===== config.mk =====
export PLATFORM = sky130hd
export DESIGN_NAME = dsil_device_flat
export DESIGN_NICKNAME = d
export VERILOG_FILES = /design/src/dsil_pkg.sv /design/src/dsil_if.sv /design/src/dsil_device.sv /design/src/flat_wrapper.sv
export VERILOG_INCLUDE_DIRS = /design/src
export SDC_FILE = /design/constraint.sdc
export NUM_CORES = 1
export LEC_CHECK = 0
export BUFFER_PORTS_ARGS = -buffer_cell sky130_fd_sc_hd__buf_4
export CAP_MARGIN = 25
export CORE_UTILIZATION = 58
export CTS_CLUSTER_DIAMETER = 50
export DETAILED_ROUTE_END_ITERATION = 7
export PLACE_DENSITY_LB_ADDON = 0.1
export SLEW_MARGIN = 40
export SYNTH_ARGS = -nofsm -noshare
export SYNTH_HDL_FRONTEND = slang
export SYNTH_SLANG_ARGS = --single-unit

===== constraint.sdc =====
create_clock -name clk_sys -period 3.85 [get_ports clk_sys]
set_input_delay 0.5775 -clock clk_sys [delete_from_list [all_inputs] [get_ports clk_sys]]
set_output_delay 0.5775 -clock clk_sys [all_outputs]
set_load 0.05 [all_outputs]

===== src/dsil_defs.svh =====
// Purpose: Shared constants for the serial DAC input logic
// Assumes: System clock 25 MHz; link clock sampled, not used as a clock
// Notes:   Counts are in link clock cycles unless marked otherwise
`ifndef DSIL_DEFS_SVH
`define DSIL_DEFS_SVH

`define DSIL_WORD_BITS     16
`define DSIL_CELL_CLKS     16
`define DSIL_MSB_SAMPLE    24
`define DSIL_BIT_SAMPLE    16
`define DSIL_START_LEVEL   1'b0
`define DSIL_STOP_LEVEL    1'b1
`define DSIL_SYS_MHZ       25
`define DSIL_LINK_HALF_NS  200
`define DSIL_LINK_DIV      ((`DSIL_LINK_HALF_NS * `DSIL_SYS_MHZ + 999) / 1000)

`endif


===== src/dsil_pkg.sv =====
// Purpose: Types for the serial DAC input logic
// Assumes: Constants live in dsil_defs.svh
// Notes:   None
package dsil_pkg;
  typedef enum logic [1:0] {
    DSIL_IDLE,
    DSIL_RECV,
    DSIL_ERRP
  } dsil_rx_e;

  typedef enum logic [1:0] {
    DSIL_H_IDLE,
    DSIL_H_SEND,
    DSIL_H_LOAD
  } dsil_tx_e;
endpackage


===== src/dsil_if.sv =====
// Purpose: Link between serial controller and DAC input logic
// Assumes: Fault flag is open drain, wired with pull-up here
// Notes:   Controller drives clock, data and load strobe
`timescale 1ns/1ps
interface dsil_if;
  logic link_clk;
  logic data_in;
  logic load_strobe;
  logic data_out;
  logic fault_o;
  logic fault_oe;
  logic fault_n;

  // Open drain resolves low only while driven
  assign fault_n = (fault_oe & ~fault_o) ? 1'b0 : 1'b1;

  modport dev (
    input  link_clk,
    input  data_in,
    input  load_strobe,
    output data_out,
    output fault_o,
    output fault_oe,
    input  fault_n
  );

  modport ctl (
    output link_clk,
    output data_in,
    output load_strobe,
    input  data_out,
    input  fault_n
  );
endinterface


===== src/dsil_device.sv =====
// Purpose: DAC serial input logic, three-wire and asynchronous modes
// Assumes: Link pins sampled on clk_sys through three flip-flops
// Notes:   Link clock edges found by second/third stage agreement
// Summary of operation
// - Async word framed by start 0, stop 1
// - Cells 16 clocks, sample at middle
// - Start cell begins first clock after fall
// - Top bit at 24, next 40, +16
// - Sender holds data high between words
// - Valid stop bit loads DAC word
// - Bad stop gives one-clock output pulse
// - Framing error keeps DAC value unchanged
// - Load strobe high selects async mode
// - Three-wire shifts data, strobe loads DAC
// - Fast edges may corrupt register; avoided
// - Controller holds strobe low while shifting
// - Controller keeps clock low during strobe
// - Word 16 bits, top bit first
// - Fault flag active low open drain
// - Three-wire captures data on rising clock
// - Shifted-out bits drive serial output chain
`timescale 1ns/1ps
`include "dsil_defs.svh"
module dsil_device (
  input  wire logic        clk_sys,
  input  wire logic        reset,
  dsil_if.dev              lnk,
  input  wire logic        near_limit,
  output logic [15:0]      dac_word,
  output logic             dac_update,
  output logic             async_mode
);
  logic [2:0] clk_s_r, dat_s_r, ld_s_r;
  logic [2:0] clk_s_nxt, dat_s_nxt, ld_s_nxt;
  logic       clk_v_r, dat_v_r, ld_v_r;
  logic       clk_v_nxt, dat_v_nxt, ld_v_nxt;

  always_comb begin
    clk_s_nxt = {clk_s_r[1:0], lnk.link_clk};
    dat_s_nxt = {dat_s_r[1:0], lnk.data_in};
    ld_s_nxt  = {ld_s_r[1:0], lnk.load_strobe};
    clk_v_nxt = (clk_s_r[1] == clk_s_r[2]) ? clk_s_r[2] : clk_v_r;
    dat_v_nxt = (dat_s_r[1] == dat_s_r[2]) ? dat_s_r[2] : dat_v_r;
    ld_v_nxt  = (ld_s_r[1] == ld_s_r[2]) ? ld_s_r[2] : ld_v_r;
  end

  always_ff @(posedge clk_sys) begin
    if (reset) begin
      clk_s_r <= 3'h0;
      dat_s_r <= 3'h7;
      ld_s_r  <= 3'h0;
      clk_v_r <= 1'b0;
      dat_v_r <= 1'b1;
      ld_v_r  <= 1'b0;
    end else begin
      clk_s_r <= clk_s_nxt;
      dat_s_r <= dat_s_nxt;
      ld_s_r  <= ld_s_nxt;
      clk_v_r <= clk_v_nxt;
      dat_v_r <= dat_v_nxt;
      ld_v_r  <= ld_v_nxt;
    end
  end

  logic clk_rise;
  logic ld_rise;
  // Edge events on filtered levels
  assign clk_rise = clk_v_nxt & ~clk_v_r;
  assign ld_rise  = ld_v_nxt & ~ld_v_r;

  // Main datapath state
  dsil_pkg::dsil_rx_e st_r, st_nxt;
  logic [15:0] shift_r, shift_nxt;
  logic [15:0] word_r, word_nxt;
  logic [5:0]  cnt_r, cnt_nxt;
  logic [4:0]  bits_r, bits_nxt;
  logic        dout_r, dout_nxt;
  logic        upd_r, upd_nxt;
  logic        prev_dat_r, prev_dat_nxt;

  always_comb begin
    st_nxt       = st_r;
    shift_nxt    = shift_r;
    word_nxt     = word_r;
    cnt_nxt      = cnt_r;
    bits_nxt     = bits_r;
    dout_nxt     = dout_r;
    upd_nxt      = 1'b0;
    prev_dat_nxt = prev_dat_r;
    if (!ld_v_r) begin
      st_nxt = dsil_pkg::DSIL_IDLE;
      if (clk_rise) begin
        shift_nxt = {shift_r[14:0], dat_v_r};
        dout_nxt  = shift_r[15];
      end
      if (ld_rise) begin
        word_nxt = shift_r;
        upd_nxt  = 1'b1;
      end
    end else if (clk_rise) begin
      prev_dat_nxt = dat_v_r;
      case (st_r)
        dsil_pkg::DSIL_IDLE: begin
          dout_nxt = 1'b0;
          // fall seen, cell starts next clock
          if (prev_dat_r && dat_v_r == `DSIL_START_LEVEL) begin
            st_nxt   = dsil_pkg::DSIL_RECV;
            cnt_nxt  = 6'h01;
            bits_nxt = 5'h00;
          end
        end
        dsil_pkg::DSIL_RECV: begin
          cnt_nxt = cnt_r + 6'h01;
          // sample at 24 then every 16
          if ((bits_r == 5'h00 && cnt_r == 6'(`DSIL_MSB_SAMPLE)) ||
              (bits_r != 5'h00 && cnt_r == 6'(`DSIL_BIT_SAMPLE))) begin
            cnt_nxt  = 6'h01;
            bits_nxt = bits_r + 5'h01;
            if (bits_r < 5'(`DSIL_WORD_BITS)) begin
              shift_nxt = {shift_r[14:0], dat_v_r};
            end else begin
              st_nxt = dsil_pkg::DSIL_IDLE;
              if (dat_v_r == `DSIL_STOP_LEVEL) begin
                word_nxt = shift_r;
                upd_nxt  = 1'b1;
              end else begin
                dout_nxt = 1'b1;
                st_nxt   = dsil_pkg::DSIL_ERRP;
              end
            end
          end
        end
        dsil_pkg::DSIL_ERRP: begin
          dout_nxt = 1'b0;
          st_nxt   = dsil_pkg::DSIL_IDLE;
        end
        default: st_nxt = dsil_pkg::DSIL_IDLE;
      endcase
    end
  end

  always_ff @(posedge clk_sys) begin
    if (reset) begin
      st_r       <= dsil_pkg::DSIL_IDLE;
      shift_r    <= 16'h0000;
      word_r     <= 16'h0000;
      cnt_r      <= 6'h00;
      bits_r     <= 5'h00;
      dout_r     <= 1'b0;
      upd_r      <= 1'b0;
      prev_dat_r <= 1'b1;
    end else begin
      st_r       <= st_nxt;
      shift_r    <= shift_nxt;
      word_r     <= word_nxt;
      cnt_r      <= cnt_nxt;
      bits_r     <= bits_nxt;
      dout_r     <= dout_nxt;
      upd_r      <= upd_nxt;
      prev_dat_r <= prev_dat_nxt;
    end
  end

  // Fault flag register
  logic fault_r, fault_nxt;
  always_comb begin
    fault_nxt = near_limit;
  end
  always_ff @(posedge clk_sys) begin
    if (reset) begin
      fault_r <= 1'b0;
    end else begin
      fault_r <= fault_nxt;
    end
  end

  // Outputs
  assign lnk.data_out = dout_r;
  // open drain pulls low on fault
  assign lnk.fault_o  = 1'b0;
  assign lnk.fault_oe = fault_r;
  assign dac_word     = word_r;
  assign dac_update   = upd_r;
  assign async_mode   = ld_v_r;
endmodule


===== src/flat_wrapper.sv =====
// flat-port wrapper written by rule: the top's interface ports become plain ports
module dsil_device_flat 
  (clk_sys, reset, near_limit, dac_word, dac_update, async_mode, lnk_link_clk, lnk_data_in, lnk_load_strobe, lnk_data_out, lnk_fault_o, lnk_fault_oe);
  dsil_if lnk_i ();
  input  wire logic clk_sys;
  input  wire logic reset;
  input  wire logic near_limit;
  output logic [15:0] dac_word;
  output logic dac_update;
  output logic async_mode;
  input wire logic [$bits(lnk_i.link_clk)-1:0] lnk_link_clk;
  input wire logic [$bits(lnk_i.data_in)-1:0] lnk_data_in;
  input wire logic [$bits(lnk_i.load_strobe)-1:0] lnk_load_strobe;
  output wire logic [$bits(lnk_i.data_out)-1:0] lnk_data_out;
  output wire logic [$bits(lnk_i.fault_o)-1:0] lnk_fault_o;
  output wire logic [$bits(lnk_i.fault_oe)-1:0] lnk_fault_oe;
  assign lnk_i.link_clk = lnk_link_clk;
  assign lnk_i.data_in = lnk_data_in;
  assign lnk_i.load_strobe = lnk_load_strobe;
  assign lnk_data_out = lnk_i.data_out;
  assign lnk_fault_o = lnk_i.fault_o;
  assign lnk_fault_oe = lnk_i.fault_oe;
  dsil_device u_core (.clk_sys(clk_sys), .reset(reset), .lnk(lnk_i), .near_limit(near_limit), .dac_word(dac_word), .dac_update(dac_update), .async_mode(async_mode));
endmodule

Word level (Yosys, flattened, before mapping)
Index checks and enable logic that the tools add are counted.
{"block": "word_totals", "reg_bits": 61}
{"block": "classes", "order_cmp": 1, "eq_ne": 20, "bitwise_logic": 5, "addsub": 2, "n_reduce_logical": 18, "mux": 40}
{"op": "16-bit 2-to-1 mux", "n": 13}
{"op": "1-bit 2-to-1 mux", "n": 15}
{"op": "6-bit by 5-bit == test with 1-bit output, second input constant", "n": 2}
{"op": "6-bit 2-to-1 mux", "n": 2}
{"op": "2-bit inequality test, second input constant", "n": 6}
{"op": "3-bit inequality test, second input constant", "n": 4}
{"op": "6-bit one-hot mux with 2 select lines", "n": 1}
{"op": "4-bit AND reduction", "n": 3}
{"op": "5-bit 2-to-1 mux", "n": 2}
{"op": "5-bit one-hot mux with 2 select lines", "n": 1}
{"op": "5-bit AND reduction", "n": 2}
{"op": "2-bit 2-to-1 mux", "n": 4}
{"op": "6-bit by 1-bit adder with 6-bit output, second input constant", "n": 1}
{"op": "2-bit by 1-bit inequality test with 1-bit output, second input constant", "n": 3}
{"op": "6-bit AND reduction", "n": 1}
{"op": "5-bit by 1-bit adder with 5-bit output, second input constant", "n": 1}
{"op": "5-bit zero test", "n": 1}
{"op": "5-bit less-than comparator, second input constant", "n": 1}
{"op": "5-bit nonzero test", "n": 1}
{"op": "2-bit one-hot mux with 2 select lines", "n": 1}
{"op": "2-bit nonzero test", "n": 2}
{"op": "2-bit OR reduction", "n": 2}
{"op": "1-bit == test", "n": 3}
{"op": "1-bit logical AND", "n": 3}
{"op": "other kinds (8)", "n": 11}

Longest topological paths before layout
{"block": "depth", "word_depth": 7, "mapped_depth": 9}

Worst setup path before layout
No wires, ideal clock.
{"block": "synth_timing", "kind": "flip-flop to flip-flop", "start": "register u_core.ld_v_r, in the netlist u_core.async_mode", "end": "register u_core.cnt_r[3]", "setup_time_ns": 0.070, "setup_slack_ns": 1.738, "stages_incl_launch_ff": 8, "required_ns": 3.780, "t_arrival_ns": 2.042, "period_less_slack_ns": 2.112, "n_path_buf": 2, "path_cell_list": "dfxtp_1 > buf_4 > nand4b_1 > a211o_1 > buf_2 > a211oi_1 > nand3b_1 > a21oi_1"}
{"block": "synth_via", "elab_chain_len": 1}
{"item": "start, declared", "line": "dsil_device.sv:35", "text": "logic clk_v_r, dat_v_r, ld_v_r;"}
{"item": "start signal, assigned", "line": "dsil_device.sv:61", "text": "ld_v_r <= ld_v_nxt;"}
{"item": "4-bit AND reduction (no line)"}
{"item": "end signal, assigned", "line": "dsil_device.sv:156", "text": "cnt_r <= cnt_nxt;"}
{"item": "end, declared", "line": "dsil_device.sv:75", "text": "logic [5:0] cnt_r, cnt_nxt;"}
No other way between the ends.
A chain may end at the register's enable or synchronous reset.

Worst setup path after layout
{"block": "layout_timing", "start": "register u_core.bits_r[0]", "end": "register u_core.bits_r[1]"}
{"block": "layout_via", "elab_chain_len": 5, "word_cells_on_any_way": 10}
{"item": "start, declared", "line": "dsil_device.sv:76", "text": "logic [4:0] bits_r, bits_nxt;"}
{"item": "start signal, assigned", "line": "dsil_device.sv:157", "text": "bits_r <= bits_nxt;"}
{"item": "branches (longest 5 deep; another with 5-bit by 1-bit adder with 5-bit output)"}
Parallel ways; which one is timed is not known. The select of a mux whose other input is x is not followed.

==> flow_summary_export.csv <==
group,metric,value,unit
grt,track_usage,20.7,%
sta,hold_viol,0,
min_path,min_path_type,"register to register",
cells_and_area,design_area,2860,µm²
logic_synthesis,synth_top_area_cell,"dfxtp_1",
cells_and_area,nets,289,
logic_synthesis,netlist_instances,256,
sta,maxSlewViolCount,0,
logic_synthesis,yosysTopAreaCellShare,49.0,%
cells_and_area,drive_gt1_share,18.3,%
power_and_ir_drop,power_density,426,nW/µm²
logic_synthesis,synthesis.nets,266,
logic_synthesis,ys_top_cells_by_count,"dfxtp_1 (61), nor2_1 (42), mux2i_1 (33)",
clocking,cts_hold_buf,0,
worst_setup_path,cp.arrival,2.38,ns
power_and_ir_drop,clockPowerShare,45.8,%
logic_synthesis,synth_edf_count,0,
logic_synthesis,ys_async_sr_fraction,0,%
grt,grt_pass1_vias,1542,
floorplanning,core_area,4060,µm²
sta,fin_tns_setup,0,ns
sta,grt_setup_unrepaired,"false",
grt,overflow,0,
power_and_ir_drop,power.total,1.22,mW
job,drv_cap,0,
logic_synthesis,ys_seq_area_share,49.0,%
power_and_ir_drop,internal_power,0.965,mW
cells_and_area,antenna_cells,0,
worst_setup_path,setup.worst_path.end_class,"register",
sta,slew_headroom,52.4,%
clocking,cts.repair.resized,0,
worst_setup_path,path_class,"register to register",
clocking,clk_pin_slew,0.06,ns
place,dp.cells,318,
sta,setup_viol,0,
place,io_buffers,25,
logic_synthesis,ys_warn_count,0,
drt,vias_per_cell,5.47,
clocking,worstSkewPairLatency,0.33,ns
power_and_ir_drop,p_leak,1.33,nW
clocking,cts_htree_levels,3,
cells_and_area,area_growth_syn_to_layout,14.9,%
clocking,cts-buffers-inserted,9,
logic_synthesis,yosysMostFrequentCell,"dfxtp_1",
power_and_ir_drop,p_sw,0.255,mW
worst_setup_path,critPathRequiredTime,4.10,ns
clocking,numClockSinks,61,
status,status,"finished, final reports clean",
drt,wl_per_cell,13.4,µm
drt,drc_errors,0,
sta,worst_slack,1.72,ns
floorplanning,start_util,61.4,%
power_and_ir_drop,p_sw_share,20.9,%
power_and_ir_drop,ir_worst_vdd,0.354,mV
grt,grt_pass1_wl,6850,µm
drt,ant_nets,0,
worst_setup_path,path_max_fanout,10,
sta,fin_crit,2.13,ns
clocking,post_cts_buffers,0,
drt,via_count,1826,
sta,period_share,55.2,%
clocking,clock_path_buffers,2,
cells_and_area,final-seq-area,1220,µm²
grt,grt_max_degree,56,
floorplanning,io_pins,27,
cells_and_area,multi_input_area,1140,µm²
sta,whs,0.430,ns
floorplanning,dieArea,4560,µm²
drt,routed_wl,4460,µm
logic_synthesis,synthTopCellsByArea,"dfxtp_1 (49%), mux2i_1 (13%), nor2_1 (6.3%), o21ai_0 (3.0%), nor2b_1 (2.5%)",
logic_synthesis,synth_ff_type,"dfxtp_1",
drt,drt-pass1-iter-count,4,
floorplanning,die_w,67.5,µm
cells_and_area,num-fill-cells,320,
logic_synthesis,syn_area,2490,µm²
floorplanning,rows,23,
cells_and_area,stdcell_count,334,
logic_synthesis,ys_types,43,
logic_synthesis,ys_seq_elements,61,
power_and_ir_drop,p_seq_share,52.3,%
sta,timing.fmax,471,MHz
place,hpwl,2780,µm
clocking,root_buffer,"clkbuf_8",
logic_synthesis,avgSynthCellArea,9.73,µm²
sta,tightest_slew,0.713,ns
power_and_ir_drop,comb_power_share,2.0,%
clocking,cts_tree,"built",
cells_and_area,fin_util,70.6,%
grt,antenna_found_initial,0,
place,dp_slack,1.77,ns
place,gp_congestion,0.809,
floorplanning,fp.dieH,67.5,µm
drt,first_iter_violations,161,
sta,finClkSkew,0.00579,ns
place,place_area,2660,µm²
worst_setup_path,critPathLaunchType,"register",
cells in the final DEF, fill, tap and decap left out, drive strengths merged, types with 2 or more instances in the layout:
| cell type | n |
|---|---|
| a211oi | 4 |
| a21oi | 13 |
| and3 | 2 |
| buf | 26 |
| clkbuf | 14 |
| clkinv | 2 |
| dfxtp | 61 |
| ha | 4 |
| inv | 11 |
| mux2i | 33 |
| nand2 | 7 |
| nand2b | 2 |
| nand3 | 4 |
| nand3b | 3 |
| nor2 | 42 |
| nor2b | 10 |
| nor4 | 5 |
| o21ai | 15 |
| o311ai | 3 |
| o31ai | 3 |
| or2 | 3 |
| or4 | 2 |
routing by layer:
layer  wire [µm]  global-route usage, %
met2        1980                   31.3
met3         234                   7.60
met5           0                      0
met4          75                   9.57
met1        2170                   26.1
cell type report:
| class | instances | area share, % |
|---|---|---|
| well taps | 50 | 2.19 |
| repair buffers | 26 | 6.82 |
| inverters | 11 | 1.44 |
| multi-input cells | 170 | 39.7 |
| flip-flops and latches | 61 | 42.7 |
| clock buffers | 14 | 6.73 |
| clock inverters | 2 | 0.481 |
flip-flops by register name (all words and copies together), names as in the netlist:
name	count
u_core.st_r	2
u_core.cnt_r	6
u_core.async_mode	1
u_core.dat_v_r	1
u_core.lnk.data_out	1
u_core.dac_word	16
u_core.clk_v_r	1
u_core.lnk.fault_oe	1
u_core.prev_dat_r	1
u_core.dat_s_r	3
u_core.dac_update	1
u_core.clk_s_r	3
u_core.shift_r	16
u_core.bits_r	5
u_core.ld_s_r	3
worst max-delay path, cell delays in order, from the launching register on:
cell and delay (ns):
dfxtp_1 0.39, inv_1 0.06, ha_1 0.19, nor4b_2 0.17
xnor2_2 0.37, a21oi_2 0.21, or4_1 0.51, a21oi_1 0.15
kinds of logic after synthesis:
group,synth area share (%)
xor+xnor,0.653
flops,49.0
mux,13.3
compound gates,11.8
simple gates,17.7
other cells,0.151
buf+inv,5.37
fa+ha+maj,2.01
power by group through the flow:
| stage | clock (mW) | combinational (mW) | sequential, mW |
|---|---|---|---|
| after floorplan | 0 | 0.0167 | 0.653 |
| after global placement | 0 | 0.0244 | 0.652 |
| after detailed placement | 0 | 0.0244 | 0.652 |
| after CTS | 0.568 | 0.0243 | 0.638 |
| after global routing | 0.599 | 0.0261 | 0.638 |
| final | 0.558 | 0.0241 | 0.638 |
path summary, 6_finish.rpt:
kind | start | to | slack (ns) | depth (start not counted)
setup / recovery | u_core.bits_r[0] | u_core.bits_r[1] | 1.72 | 7
hold / removal | u_core.dat_s_r[0] | u_core.dat_s_r[1] | 0.43 | 1
setup reg to reg | u_core.bits_r[0] | u_core.bits_r[1] | 1.72 | 7
hold reg to reg | u_core.dat_s_r[0] | u_core.dat_s_r[1] | 0.43 | 1
Note: power is estimated with default switching activity, not from simulation.
